==> src/core/ipv_pkg.sv <==
// Purpose: Constants and types for interrupt priority and vector generation
// Assumes: 64 vector slots, four levels plus a lowest level below them
// Notes:   Level codes are two bits; the lowest level is carried separately
package ipv_pkg;

  localparam int          IPV_NUM_VEC      = 64;
  localparam int          IPV_VEC_W        = 6;
  localparam int          IPV_LVL_W        = 2;
  localparam int          IPV_ADDR_W       = 21;
  localparam int          IPV_TBL_ADDR_W   = 19;
  localparam int          IPV_BASE_W       = 13;

  // Vector ranges
  localparam logic [5:0]  IPV_VEC_CORE_LO  = 6'h02;
  localparam logic [5:0]  IPV_VEC_CORE_HI  = 6'h05;
  localparam logic [5:0]  IPV_VEC_DBG_LO   = 6'h06;
  localparam logic [5:0]  IPV_VEC_DBG_HI   = 6'h0a;
  localparam logic [5:0]  IPV_VEC_SWI2     = 6'h0b;
  localparam logic [5:0]  IPV_VEC_SWI1     = 6'h0c;
  localparam logic [5:0]  IPV_VEC_SWI0     = 6'h0d;
  localparam logic [5:0]  IPV_VEC_LOW_VOLT = 6'h0f;
  localparam logic [5:0]  IPV_VEC_PLL      = 6'h10;
  localparam logic [5:0]  IPV_VEC_PERI_LO  = 6'h11;
  localparam logic [5:0]  IPV_VEC_PERI_HI  = 6'h3e;
  localparam logic [5:0]  IPV_VEC_LOWEST   = 6'h3f;
  localparam logic [5:0]  IPV_VEC_RESET    = 6'h00;
  localparam logic [5:0]  IPV_VEC_WDOG     = 6'h01;

  // Reserved slots: 14, 30-31, 36-39, 49-52
  localparam logic [63:0] IPV_RSVD_MASK    = 64'h001e_00f0_c000_4000;
  // Never requested through the priority tree: reset, watchdog, lowest
  localparam logic [63:0] IPV_FIXED_MASK   = 64'h8000_0000_0000_0003;

  // Level limits
  localparam logic [1:0]  IPV_LVL_0        = 2'h0;
  localparam logic [1:0]  IPV_LVL_1        = 2'h1;
  localparam logic [1:0]  IPV_LVL_2        = 2'h2;
  localparam logic [1:0]  IPV_LVL_3        = 2'h3;

  // Table base reset value: entries 0 and 1 land on reset and watchdog entry
  localparam logic [12:0] IPV_BASE_RST     = 13'h0000;
  localparam logic [20:0] IPV_RESET_ADDR   = 21'h00_0000;
  localparam logic [20:0] IPV_WDOG_ADDR    = 21'h00_0002;

endpackage : ipv_pkg

==> src/core/ipv_level_map.sv <==
// Purpose: Effective priority level of one vector slot
// Assumes: Software level code arrives unclamped
// Notes:   Pure combinational; clamps codes into the range the slot allows
`timescale 1ns/1ps
module ipv_level_map
  import ipv_pkg::*;
(
  input  wire logic [5:0] vec_num,
  input  wire logic [1:0] sw_level,
  output logic      [1:0] eff_level
);

  wire in_core  = (vec_num >= IPV_VEC_CORE_LO) && (vec_num <= IPV_VEC_CORE_HI);
  wire in_dbg   = (vec_num >= IPV_VEC_DBG_LO) && (vec_num <= IPV_VEC_DBG_HI);
  wire in_mid   = (vec_num == IPV_VEC_LOW_VOLT) || (vec_num == IPV_VEC_PLL);
  wire in_peri  = (vec_num >= IPV_VEC_PERI_LO) && (vec_num <= IPV_VEC_PERI_HI);

  // A code of 0 on a 1-3 source is raised to 1 rather than dropping the source
  wire [1:0] lvl_1_3 = (sw_level == IPV_LVL_0) ? IPV_LVL_1 : sw_level;
  // A code of 3 on a 0-2 source is lowered to 2
  wire [1:0] lvl_0_2 = (sw_level == IPV_LVL_3) ? IPV_LVL_2 : sw_level;

  always_comb begin
    if (in_core)
      eff_level = IPV_LVL_3;
    else if (in_dbg || in_mid)
      eff_level = lvl_1_3;
    else if (in_peri)
      eff_level = lvl_0_2;
    else if (vec_num == IPV_VEC_SWI2)
      eff_level = IPV_LVL_2;
    else if (vec_num == IPV_VEC_SWI1)
      eff_level = IPV_LVL_1;
    else
      eff_level = IPV_LVL_0;
  end

endmodule // ipv_level_map

==> src/core/ipv_resolver.sv <==
// Purpose: Picks the winning interrupt request and forms its fetch address
// Assumes: Requests are level signals from logic on clk; levels are static-ish
// Notes:   Result is registered, one cycle behind the requests
//
// Behaviour
// - Higher priority level always served first
// - Same level: smallest vector number wins
// - Programmable sources use software assigned level
// - Fetch address is table base plus offset
// - Chip reset vector 0, watchdog vector 1
// - Core exceptions 2-5 fixed at level 3
// - Debug events 6-10 take levels 1-3
// - Vectors 15 and 16 take levels 1-3
// - Peripheral vectors 17-62 take levels 0-2
// - Vector 63 wins only when nothing else
// - Two words per entry; 19-bit table addresses
// - Reset base makes entries 0-1 match reset
`timescale 1ns/1ps
module ipv_resolver
  import ipv_pkg::*;
#(
  parameter int NUM_VEC = IPV_NUM_VEC
) (
  input  wire logic                      clk,
  input  wire logic                      reset_n,
  input  wire logic [NUM_VEC-1:0]        irq_req,
  input  wire logic [2*NUM_VEC-1:0]      irq_level,
  input  wire logic [IPV_BASE_W-1:0]     vector_table_base,
  input  wire logic                      chip_reset_fetch,
  input  wire logic                      wdog_reset_fetch,
  output logic                           irq_valid,
  output logic [IPV_VEC_W-1:0]           irq_vector,
  output logic [IPV_LVL_W-1:0]           irq_active_level,
  output logic                           irq_lowest,
  output logic [IPV_ADDR_W-1:0]          fetch_addr
);

  // ----------------------------------------------------------------------
  // Level decode and request gating
  // ----------------------------------------------------------------------
  logic [1:0]         eff_lvl [NUM_VEC];
  logic [NUM_VEC-1:0] req_ok;

  // Reserved slots and fixed-entry slots are cut off regardless of wiring
  assign req_ok = irq_req & ~IPV_RSVD_MASK[NUM_VEC-1:0]
                          & ~IPV_FIXED_MASK[NUM_VEC-1:0];

  for (genvar g = 0; g < NUM_VEC; g++) begin : g_lvl
    ipv_level_map u_map (
      .vec_num   (6'(g)),
      .sw_level  (irq_level[2*g +: 2]),
      .eff_level (eff_lvl[g])
    );
  end

  // ----------------------------------------------------------------------
  // Arbitration
  // ----------------------------------------------------------------------
  // Scanning from the top down lets the lowest index overwrite on a tie
  function automatic logic [IPV_VEC_W:0] pick_lowest(input logic [NUM_VEC-1:0] v);
    logic [IPV_VEC_W:0] r;
    r = '0;
    for (int i = NUM_VEC-1; i >= 0; i--)
      if (v[i])
        r = {1'b1, 6'(i)};
    return r;
  endfunction

  logic [NUM_VEC-1:0] at_lvl [4];
  always_comb begin
    for (int l = 0; l < 4; l++)
      for (int i = 0; i < NUM_VEC; i++)
        at_lvl[l][i] = req_ok[i] && (eff_lvl[i] == 2'(l));
  end

  wire [IPV_VEC_W:0] win3 = pick_lowest(at_lvl[3]);
  wire [IPV_VEC_W:0] win2 = pick_lowest(at_lvl[2]);
  wire [IPV_VEC_W:0] win1 = pick_lowest(at_lvl[1]);
  wire [IPV_VEC_W:0] win0 = pick_lowest(at_lvl[0]);
  wire               low_req = irq_req[IPV_VEC_LOWEST];

  logic                 win_any;
  logic [IPV_VEC_W-1:0] win_vec;
  logic [1:0]           win_lvl;
  logic                 win_low;

  always_comb begin
    win_any = 1'b1;
    win_low = 1'b0;
    win_vec = '0;
    win_lvl = IPV_LVL_0;
    if (chip_reset_fetch) begin
      win_vec = IPV_VEC_RESET;
      win_lvl = IPV_LVL_3;
    end else if (wdog_reset_fetch) begin
      win_vec = IPV_VEC_WDOG;
      win_lvl = IPV_LVL_3;
    end else if (win3[IPV_VEC_W]) begin
      win_vec = win3[IPV_VEC_W-1:0];
      win_lvl = IPV_LVL_3;
    end else if (win2[IPV_VEC_W]) begin
      win_vec = win2[IPV_VEC_W-1:0];
      win_lvl = IPV_LVL_2;
    end else if (win1[IPV_VEC_W]) begin
      win_vec = win1[IPV_VEC_W-1:0];
      win_lvl = IPV_LVL_1;
    end else if (win0[IPV_VEC_W]) begin
      win_vec = win0[IPV_VEC_W-1:0];
      win_lvl = IPV_LVL_0;
    end else if (low_req) begin
      win_vec = IPV_VEC_LOWEST;
      win_low = 1'b1;
    end else begin
      win_any = 1'b0;
    end
  end

  // ----------------------------------------------------------------------
  // Address formation
  // ----------------------------------------------------------------------
  // Entries are two words wide; the base supplies bits above the table index.
  // Table addresses carry 19 bits, so the top bits of fetch_addr stay zero.
  // The table contents (jumps in entries 0-1, subroutine calls elsewhere)
  // are software's job; this block only points at them.
  wire [IPV_TBL_ADDR_W-1:0] tbl_off  = IPV_TBL_ADDR_W'({win_vec, 1'b0});
  wire [IPV_TBL_ADDR_W-1:0] tbl_base = IPV_TBL_ADDR_W'({vector_table_base, 7'h00});
  wire [IPV_TBL_ADDR_W-1:0] tbl_sum  = tbl_base + tbl_off;
  // With the base at reset value, entries 0 and 1 equal the reset addresses
  wire [IPV_ADDR_W-1:0]     addr_nxt = IPV_ADDR_W'(tbl_sum);

  // ----------------------------------------------------------------------
  // Next values of the result registers
  // ----------------------------------------------------------------------
  wire                  valid_nxt = win_any;
  wire [IPV_VEC_W-1:0]  vec_nxt   = win_vec;
  wire [1:0]            lvl_nxt   = win_lvl;
  wire                  low_nxt   = win_low;

  // ----------------------------------------------------------------------
  // Output registers
  // ----------------------------------------------------------------------
  logic                 valid_r;
  logic [IPV_VEC_W-1:0] vec_r;
  logic [1:0]           lvl_r;
  logic                 low_r;
  logic [IPV_ADDR_W-1:0] addr_r;

  always_ff @(posedge clk) begin
    if (!reset_n) begin
      valid_r <= 1'b0;
      vec_r   <= IPV_VEC_RESET;
      lvl_r   <= IPV_LVL_0;
      low_r   <= 1'b0;
      addr_r  <= IPV_RESET_ADDR;
    end else begin
      valid_r <= valid_nxt;
      vec_r   <= vec_nxt;
      lvl_r   <= lvl_nxt;
      low_r   <= low_nxt;
      addr_r  <= addr_nxt;
    end
  end

  assign irq_valid        = valid_r;
  assign irq_vector       = vec_r;
  assign irq_active_level = lvl_r;
  assign irq_lowest       = low_r;
  assign fetch_addr       = addr_r;

endmodule // ipv_resolver

==> config.mk <==
export PLATFORM = sky130hd
export DESIGN_NAME = ipv_resolver
export DESIGN_NICKNAME = d
export VERILOG_FILES = /design/src/core/ipv_pkg.sv /design/src/core/ipv_level_map.sv /design/src/core/ipv_resolver.sv
export SDC_FILE = /design/constraint.sdc
export NUM_CORES = 1
export LEC_CHECK = 0
export BUFFER_PORTS_ARGS = -buffer_cell sky130_fd_sc_hd__buf_2
export CAP_MARGIN = 15
export CORE_MARGIN = 2
export CORE_UTILIZATION = 35
export CTS_CLUSTER_SIZE = 10
export DETAILED_ROUTE_END_ITERATION = 16
export PLACE_DENSITY = 0.7
export SLEW_MARGIN = 20
export SYNTH_ARGS = -nofsm -noshare
export SYNTH_HDL_FRONTEND = slang
export SYNTH_SLANG_ARGS = --single-unit
export TNS_END_PERCENT = 50
==> constraint.sdc <==
create_clock -name clk -period 2.8 [get_ports clk]
set_input_delay 0.56 -clock clk [delete_from_list [all_inputs] [get_ports clk]]
set_output_delay 0.56 -clock clk [all_outputs]
set_load 0.005 [all_outputs]
---- Yosys cells after proc, flatten, opt, wreduce, memory -nomap -nowiden ----
Index checks and enable logic that the tools add are counted.
operators by class
  add/sub/neg operators ................... 1
  eq/ne operators ......................... 165
  muxes and demuxes ....................... 241
  bitwise gates (word level) .............. 1
  reductions and logical operators ........ 223
operators with widths
  cell                                                                    count
  7-bit 2-to-1 mux                                                        179
  2-bit equality test (second input constant)                             122
  1-bit logical AND                                                       172
  2-bit zero test                                                         50
  2-bit 2-to-1 mux                                                        47
  2-bit by 1-bit equality test with 1-bit output (second input constant)  43
  6-bit 2-to-1 mux                                                        7
  19-bit by 7-bit adder with 19-bit output                                1
  1-bit 2-to-1 mux                                                        8
  7-bit OR reduction                                                      1
  1-bit NOT                                                               1
word-level totals
  register bits after elaboration ......... 31
  output and inout port bits .............. 31

---- Longest topological paths before layout ----
  depth after elaboration ................. 55
  mapped depth ............................ 8
  depth with buffers taken out ............ 8

---- Cells and area by module ----
Synthesis repeated with hierarchy kept, for this count alone.
second synthesis, totals
  cells, all modules ...................... 2248
  area total of the unflattened synthesis .. 15708.8 um^2
modules (own cells, without submodules)
  module         instances  cells each  area an instance (um^2)  sequential area each (um^2)
  ipv_level_map  50         30          216.5                    0.0
  ipv_resolver   1          748         4885.9                   440.4

---- Worst setup path before layout ----
Ideal clock, no wire load.
  path kind ............................... in2reg
  start ................................... input port irq_level[121]
  end ..................................... register valid_r (netlist: irq_valid)
  library setup time ...................... 120 ps
  data arrival time ....................... 2342 ps
  slack ................................... 338 ps
  stages on the path ...................... 7
  path buffers ............................ 0
  cell sequence ........................... a222oi_1 -> nand4_1 -> nor4_2 -> nand4_1 -> or3_4 -> nand2b_1 -> o31a_1
between the ends
  longest elaborated chain between the ends .. 52
  elaborated cells on any way between the ends .. 187
  classes of those cells .................. 4 x eq/ne; 178 x mux; 5 x reduce/logical
RTL lines
  element                                                 line                                     text
  start: declaration                                      ipv_resolver.sv:27                       input wire logic [2*NUM_VEC-1:0] irq_level,
  2-bit equality test                                     ipv_level_map.sv:21                      wire [1:0] lvl_0_2 = (sw_level == IPV_LVL_3) ? IPV_LVL_2 : sw_level;
  2-bit 2-to-1 mux *                                      ipv_level_map.sv:21
  2-bit equality test or 2-bit zero test (tied branches)  ipv_resolver.sv:73                       at_lvl[l][i] = req_ok[i] && (eff_lvl[i] == 2'(l));
  1-bit logical AND                                       ipv_resolver.sv:73
  7-bit 2-to-1 mux (42 in series)                         ipv_resolver.sv:64                       if (v[i])
  7-bit 2-to-1 mux or 1-bit 2-to-1 mux (tied branches)    ipv_resolver.sv:64, ipv_resolver.sv:107
  7-bit 2-to-1 mux or 1-bit 2-to-1 mux (tied branches)    ipv_resolver.sv:64, ipv_resolver.sv:104
  7-bit 2-to-1 mux or 1-bit 2-to-1 mux (tied branches)    ipv_resolver.sv:64, ipv_resolver.sv:101
  1-bit 2-to-1 mux *                                      ipv_resolver.sv:98                       end else if (win3[IPV_VEC_W]) begin
  1-bit 2-to-1 mux *                                      ipv_resolver.sv:95                       end else if (wdog_reset_fetch) begin
  1-bit 2-to-1 mux *                                      ipv_resolver.sv:92                       if (chip_reset_fetch) begin
  end signal: assignment                                  ipv_resolver.sv:156                      valid_r <= valid_nxt;
  end: declaration                                        ipv_resolver.sv:142                      logic valid_r;
Mark *: on every way between the ends. The rest lies on a longest branch, timed or not.
A chain may end at the register's enable or synchronous reset.

---- Final worst setup path ----
  start ................................... input port irq_req[61]
  end ..................................... register vec_r[4] (netlist: irq_vector[4])
between the ends
  longest elaborated chain between the ends .. 50
  elaborated cells on any way between the ends .. 185
  classes of those cells .................. 181 x mux; 4 x reduce/logical
RTL lines
  element                                               line                                     text
  start: declaration                                    ipv_resolver.sv:26                       input wire logic [NUM_VEC-1:0] irq_req,
  1-bit logical AND                                     ipv_resolver.sv:73
  7-bit 2-to-1 mux (43 in series)                       ipv_resolver.sv:64
  6-bit 2-to-1 mux or 7-bit 2-to-1 mux (tied branches)  ipv_resolver.sv:107, ipv_resolver.sv:64
  6-bit 2-to-1 mux or 7-bit 2-to-1 mux (tied branches)  ipv_resolver.sv:104, ipv_resolver.sv:64
  6-bit 2-to-1 mux or 7-bit 2-to-1 mux (tied branches)  ipv_resolver.sv:101, ipv_resolver.sv:64
  6-bit 2-to-1 mux *                                    ipv_resolver.sv:98
  6-bit 2-to-1 mux *                                    ipv_resolver.sv:95
  6-bit 2-to-1 mux *                                    ipv_resolver.sv:92
  end signal: assignment                                ipv_resolver.sv:157                      vec_r <= vec_nxt;
  end: declaration                                      ipv_resolver.sv:143                      logic [IPV_VEC_W-1:0] vec_r;
Marks and branches as above.

==> reports/metrics.json <==
{
  "outcome": {
    "run_status": "completed"
  },
  "clock_tree": {
    "cts_root_buf": "sky130_fd_sc_hd__clkbuf_8",
    "cts_made_buffers": 3,
    "ctsLongestPathBuffers": 2,
    "clkSinkCount": 22,
    "buffers_inserted_during_post_cts_setup_optimization": 0,
    "cts.reportedPaths.clkPinSlew_ns": 0.08,
    "htree_num_levels": 1,
    "cts_tree": "done",
    "cts_repair_resize_count": 0,
    "cts.hold.buffers_added": 0
  },
  "placement": {
    "finalWeightedCongestion": 1.014,
    "detailed_place_hpwl_um": 11330,
    "postPlaceCellArea_um2": 4653,
    "placement.io_buffers": 180
  },
  "final_layout": {
    "area_delta_synth_final_pct": 39.28,
    "final_area_um2": 4725,
    "diodes": 0,
    "finish.net_count": 918,
    "drive_above_1_share_pct": 33.19,
    "nFillCells": 957
  },
  "worst_hold_path": {
    "hold_path.class": "primary input to flip-flop",
    "holdCritStartpoint": "vector_table_base[9]"
  },
  "worst_setup_path": {
    "worstSetupPathDepth": 9,
    "worst_setup_path_start_kind": "primary input",
    "crit_start": "irq_req[61]",
    "worst_path_most_repeated_cell": "sky130_fd_sc_hd__nand4_1",
    "worstPathArrival_ns": 2.71,
    "path_cells": "buf_2, a222oi_1, nand4_1, nor4_2, nand4_1, or3_4, nor3_1, nor2_1, a211oi_1",
    "path_class": "primary input to flip-flop",
    "data_required_critical_path_ns": 2.96,
    "timing.critical_path.slowest_stage_cell": "sky130_fd_sc_hd__a222oi_1",
    "cpPeakStageDelay_ns": 0.41,
    "worstSetupEndpointType": "flip-flop",
    "crit_path_max_fanout": 5,
    "largest_delay_contributor_family_on_the_critical_path": "simple AND/OR/NAND/NOR gates",
    "critPathCapture": "irq_vector[4]",
    "critPathBufInv": 1
  },
  "floorplanning": {
    "die_x_um": 102.4,
    "core-area_um2": 9328,
    "chip_height_um": 102.4,
    "die-area_um2": 10500,
    "start_util_pct": 36.36,
    "io_pins": 240,
    "rows": 35
  },
  "logic_synthesis": {
    "syn-instance-count": 497,
    "synth_top_area_share_pct": 12.98,
    "synth_warnings": 0,
    "synth-seq-cells": 22,
    "yosys.cell_types.count": 61,
    "ys_seq_area_share_pct": 12.98,
    "synth.cell_area_um2": 3392,
    "synth_async_sr_flop_share_pct": 0,
    "yosys-top-cells-area": "sky130_fd_sc_hd__dfxtp_1 13%, sky130_fd_sc_hd__nand3b_1 7.7%, sky130_fd_sc_hd__nor3b_1 7.1%, sky130_fd_sc_hd__nand2_1 6.9%, sky130_fd_sc_hd__o21ai_0 4.3%",
    "synth.largest_area_cell": "sky130_fd_sc_hd__dfxtp_1",
    "ys_dominant_reg_cell": "sky130_fd_sc_hd__dfxtp_1",
    "synth_enable_flop_cells": 0,
    "synthesis.area_per_instance_um2": 6.825
  },
  "sta": {
    "worst_slew_pin_slew_ns": 0.7213,
    "post-route-period-util_pct": 90.95,
    "whs_ns": 0.5037,
    "timing.max_slew.rel_slack_pct": 51.30,
    "rsz_0062_raised_after_global_routing": "false",
    "final-max-slew-violation-count": 0,
    "fmaxAchievable_mhz": 392.7,
    "hold_viol": 0,
    "timing.final.setup_violations": 0,
    "final.min_clock_period_ns": 2.547
  },
  "grt": {
    "grt.total_usage_pct": 23.47,
    "grt_pass1_wl_um": 20100,
    "grt_max_degree": 17,
    "grt_antenna_before_repair": 0,
    "globalRouteOverflowTotal": 0,
    "first_global_vias": 4495
  },
  "run": {
    "cap_violations": 0
  },
  "power": {
    "ir_worst_vdd_v": 0.0001572,
    "pwr_density_cell_nw_per_um2": 265.7,
    "power.static_leakage_nw": 2.175
  },
  "detailed_routing": {
    "final_antenna_net_count": 0,
    "drt_first_pass_iters": 6,
    "detailedRoute.firstIterationViolations": 208,
    "drt_drc_violations_left": 0,
    "totalWireLength_um": 12910,
    "routedWlPerCell_um": 15.42,
    "num_vias": 4769,
    "drt-vias-per-instance": 5.698
  }
}
## through the flow
step / instances / worst slack [ns] / TNS, ns / power [mW] / utilization (%)
floorplan: 499 / 0.3380 / 0 / 0.6594 / -
global placement: 833 / 0.04501 / 0 / 0.9551 / 49.89
detailed placement: 833 / -0.02205 / -0.02205 / 0.9656 / 49.89
CTS: 837 / 0.2564 / 0 / 1.254 / 50.65
global route: 837 / 0.1048 / 0 / 1.344 / 50.65
finish: 837 / 0.2535 / 0 / 1.255 / 50.65
## how the worst min path moves through the flow
| stage | endpoint | slack (ns) | depth (start not counted) |
|---|---|---|---|
| after floorplan | fetch_addr[12] | 0.68 | 1 |
| after global placement | fetch_addr[9] | 0.77 | 2 |
| after detailed placement | fetch_addr[14] | 0.77 | 2 |
| after CTS | fetch_addr[17] | 0.50 | 2 |
| after global routing | fetch_addr[17] | 0.49 | 2 |
| final | fetch_addr[16] | 0.50 | 2 |
## synth_stat cells (all sizes together) (7+ instances only)
master,instances
nand2,62
nor2,36
nand3b,35
nor3b,32
o21ai,32
nand3,24
dfxtp,22
a21oi,21
and2,16
nand2b,16
nand4,16
nor3,16
a22oi,14
inv,13
nor2b,11
a211oi,10
buf,10
nor4,10
a31oi,9
or3b,9
and3,7
## layer usage
layer  routed length (um)  track usage (%)  up-vias
li1                     -                -     2359
met1                 5672            30.24     2199
met2                 6176            41.83      185
met3                  768            2.052       26
met4                  289            6.154        0
met5                    0                0        -
## cell type report
class                      count  area, um2  share of cell area (%)
clock buffer                   3      41.29                  0.8739
multi-input combinational    454       2839                   60.09
inverter                      13      48.80                   1.033
timing repair buffer         215       1164                   24.63
sequential                    22      440.4                   9.322
clock inverter                 1      30.03                  0.6356
tap                          129      161.4                   3.416
## flip-flops by register name, indices dropped and copies added (netlist names)
| name | cells |
|---|---|
| fetch_addr | 13 |
| irq_vector | 5 |
| irq_active_level | 2 |
| irq_lowest | 1 |
| irq_valid | 1 |
## logic make-up after synthesis
kind of cell           share of synthesized area (%)
other                                         0.1106
AOI/OAI and AO/OA                              30.91
and+or+nand+nor                                52.45
DFF                                            12.98
buffers and inverters                          3.541
## power breakdown
part / leakage, nW / switching, mW / internal [mW] / total (mW)
Combinational: 1.96 / 0.349 / 0.292 / 0.640
Sequential: 0.182 / 0.00323 / 0.326 / 0.329
Clock: 0.0357 / 0.0951 / 0.191 / 0.286
Total: 2.18 / 0.447 / 0.809 / 1.26
## cells in the final DEF (no fill, tap or decap), types with 4 or more instances in the layout
cell type                   netlist  routed
sky130_fd_sc_hd__buf_2            0     180
sky130_fd_sc_hd__nand2_1         62      62
sky130_fd_sc_hd__nor2_1          36      36
sky130_fd_sc_hd__nand3b_1        35      35
sky130_fd_sc_hd__buf_4            9      35
sky130_fd_sc_hd__nor3b_1         32      32
sky130_fd_sc_hd__o21ai_0         29      29
sky130_fd_sc_hd__nand3_1         24      24
sky130_fd_sc_hd__dfxtp_1         22      22
sky130_fd_sc_hd__a21oi_1         20      20
sky130_fd_sc_hd__and2_1          16      16
sky130_fd_sc_hd__nand2b_1        16      16
sky130_fd_sc_hd__nand4_1         16      16
sky130_fd_sc_hd__nor3_1          15      15
sky130_fd_sc_hd__a22oi_1         14      14
sky130_fd_sc_hd__inv_1           13      13
sky130_fd_sc_hd__nor2b_1         11      11
sky130_fd_sc_hd__a211oi_1         9       9
sky130_fd_sc_hd__a31oi_1          9       9
sky130_fd_sc_hd__and3_1           7       7
sky130_fd_sc_hd__o211ai_1         6       6
sky130_fd_sc_hd__and3b_1          6       6
sky130_fd_sc_hd__nor4_1           6       6
sky130_fd_sc_hd__or3b_2           6       6
sky130_fd_sc_hd__o31ai_1          6       6
sky130_fd_sc_hd__a21boi_0         5       5
sky130_fd_sc_hd__a41oi_1          4       4
sky130_fd_sc_hd__a2111oi_0        4       4
sky130_fd_sc_hd__a32oi_1          4       4
Note: power is estimated with default switching activity, not from simulation.
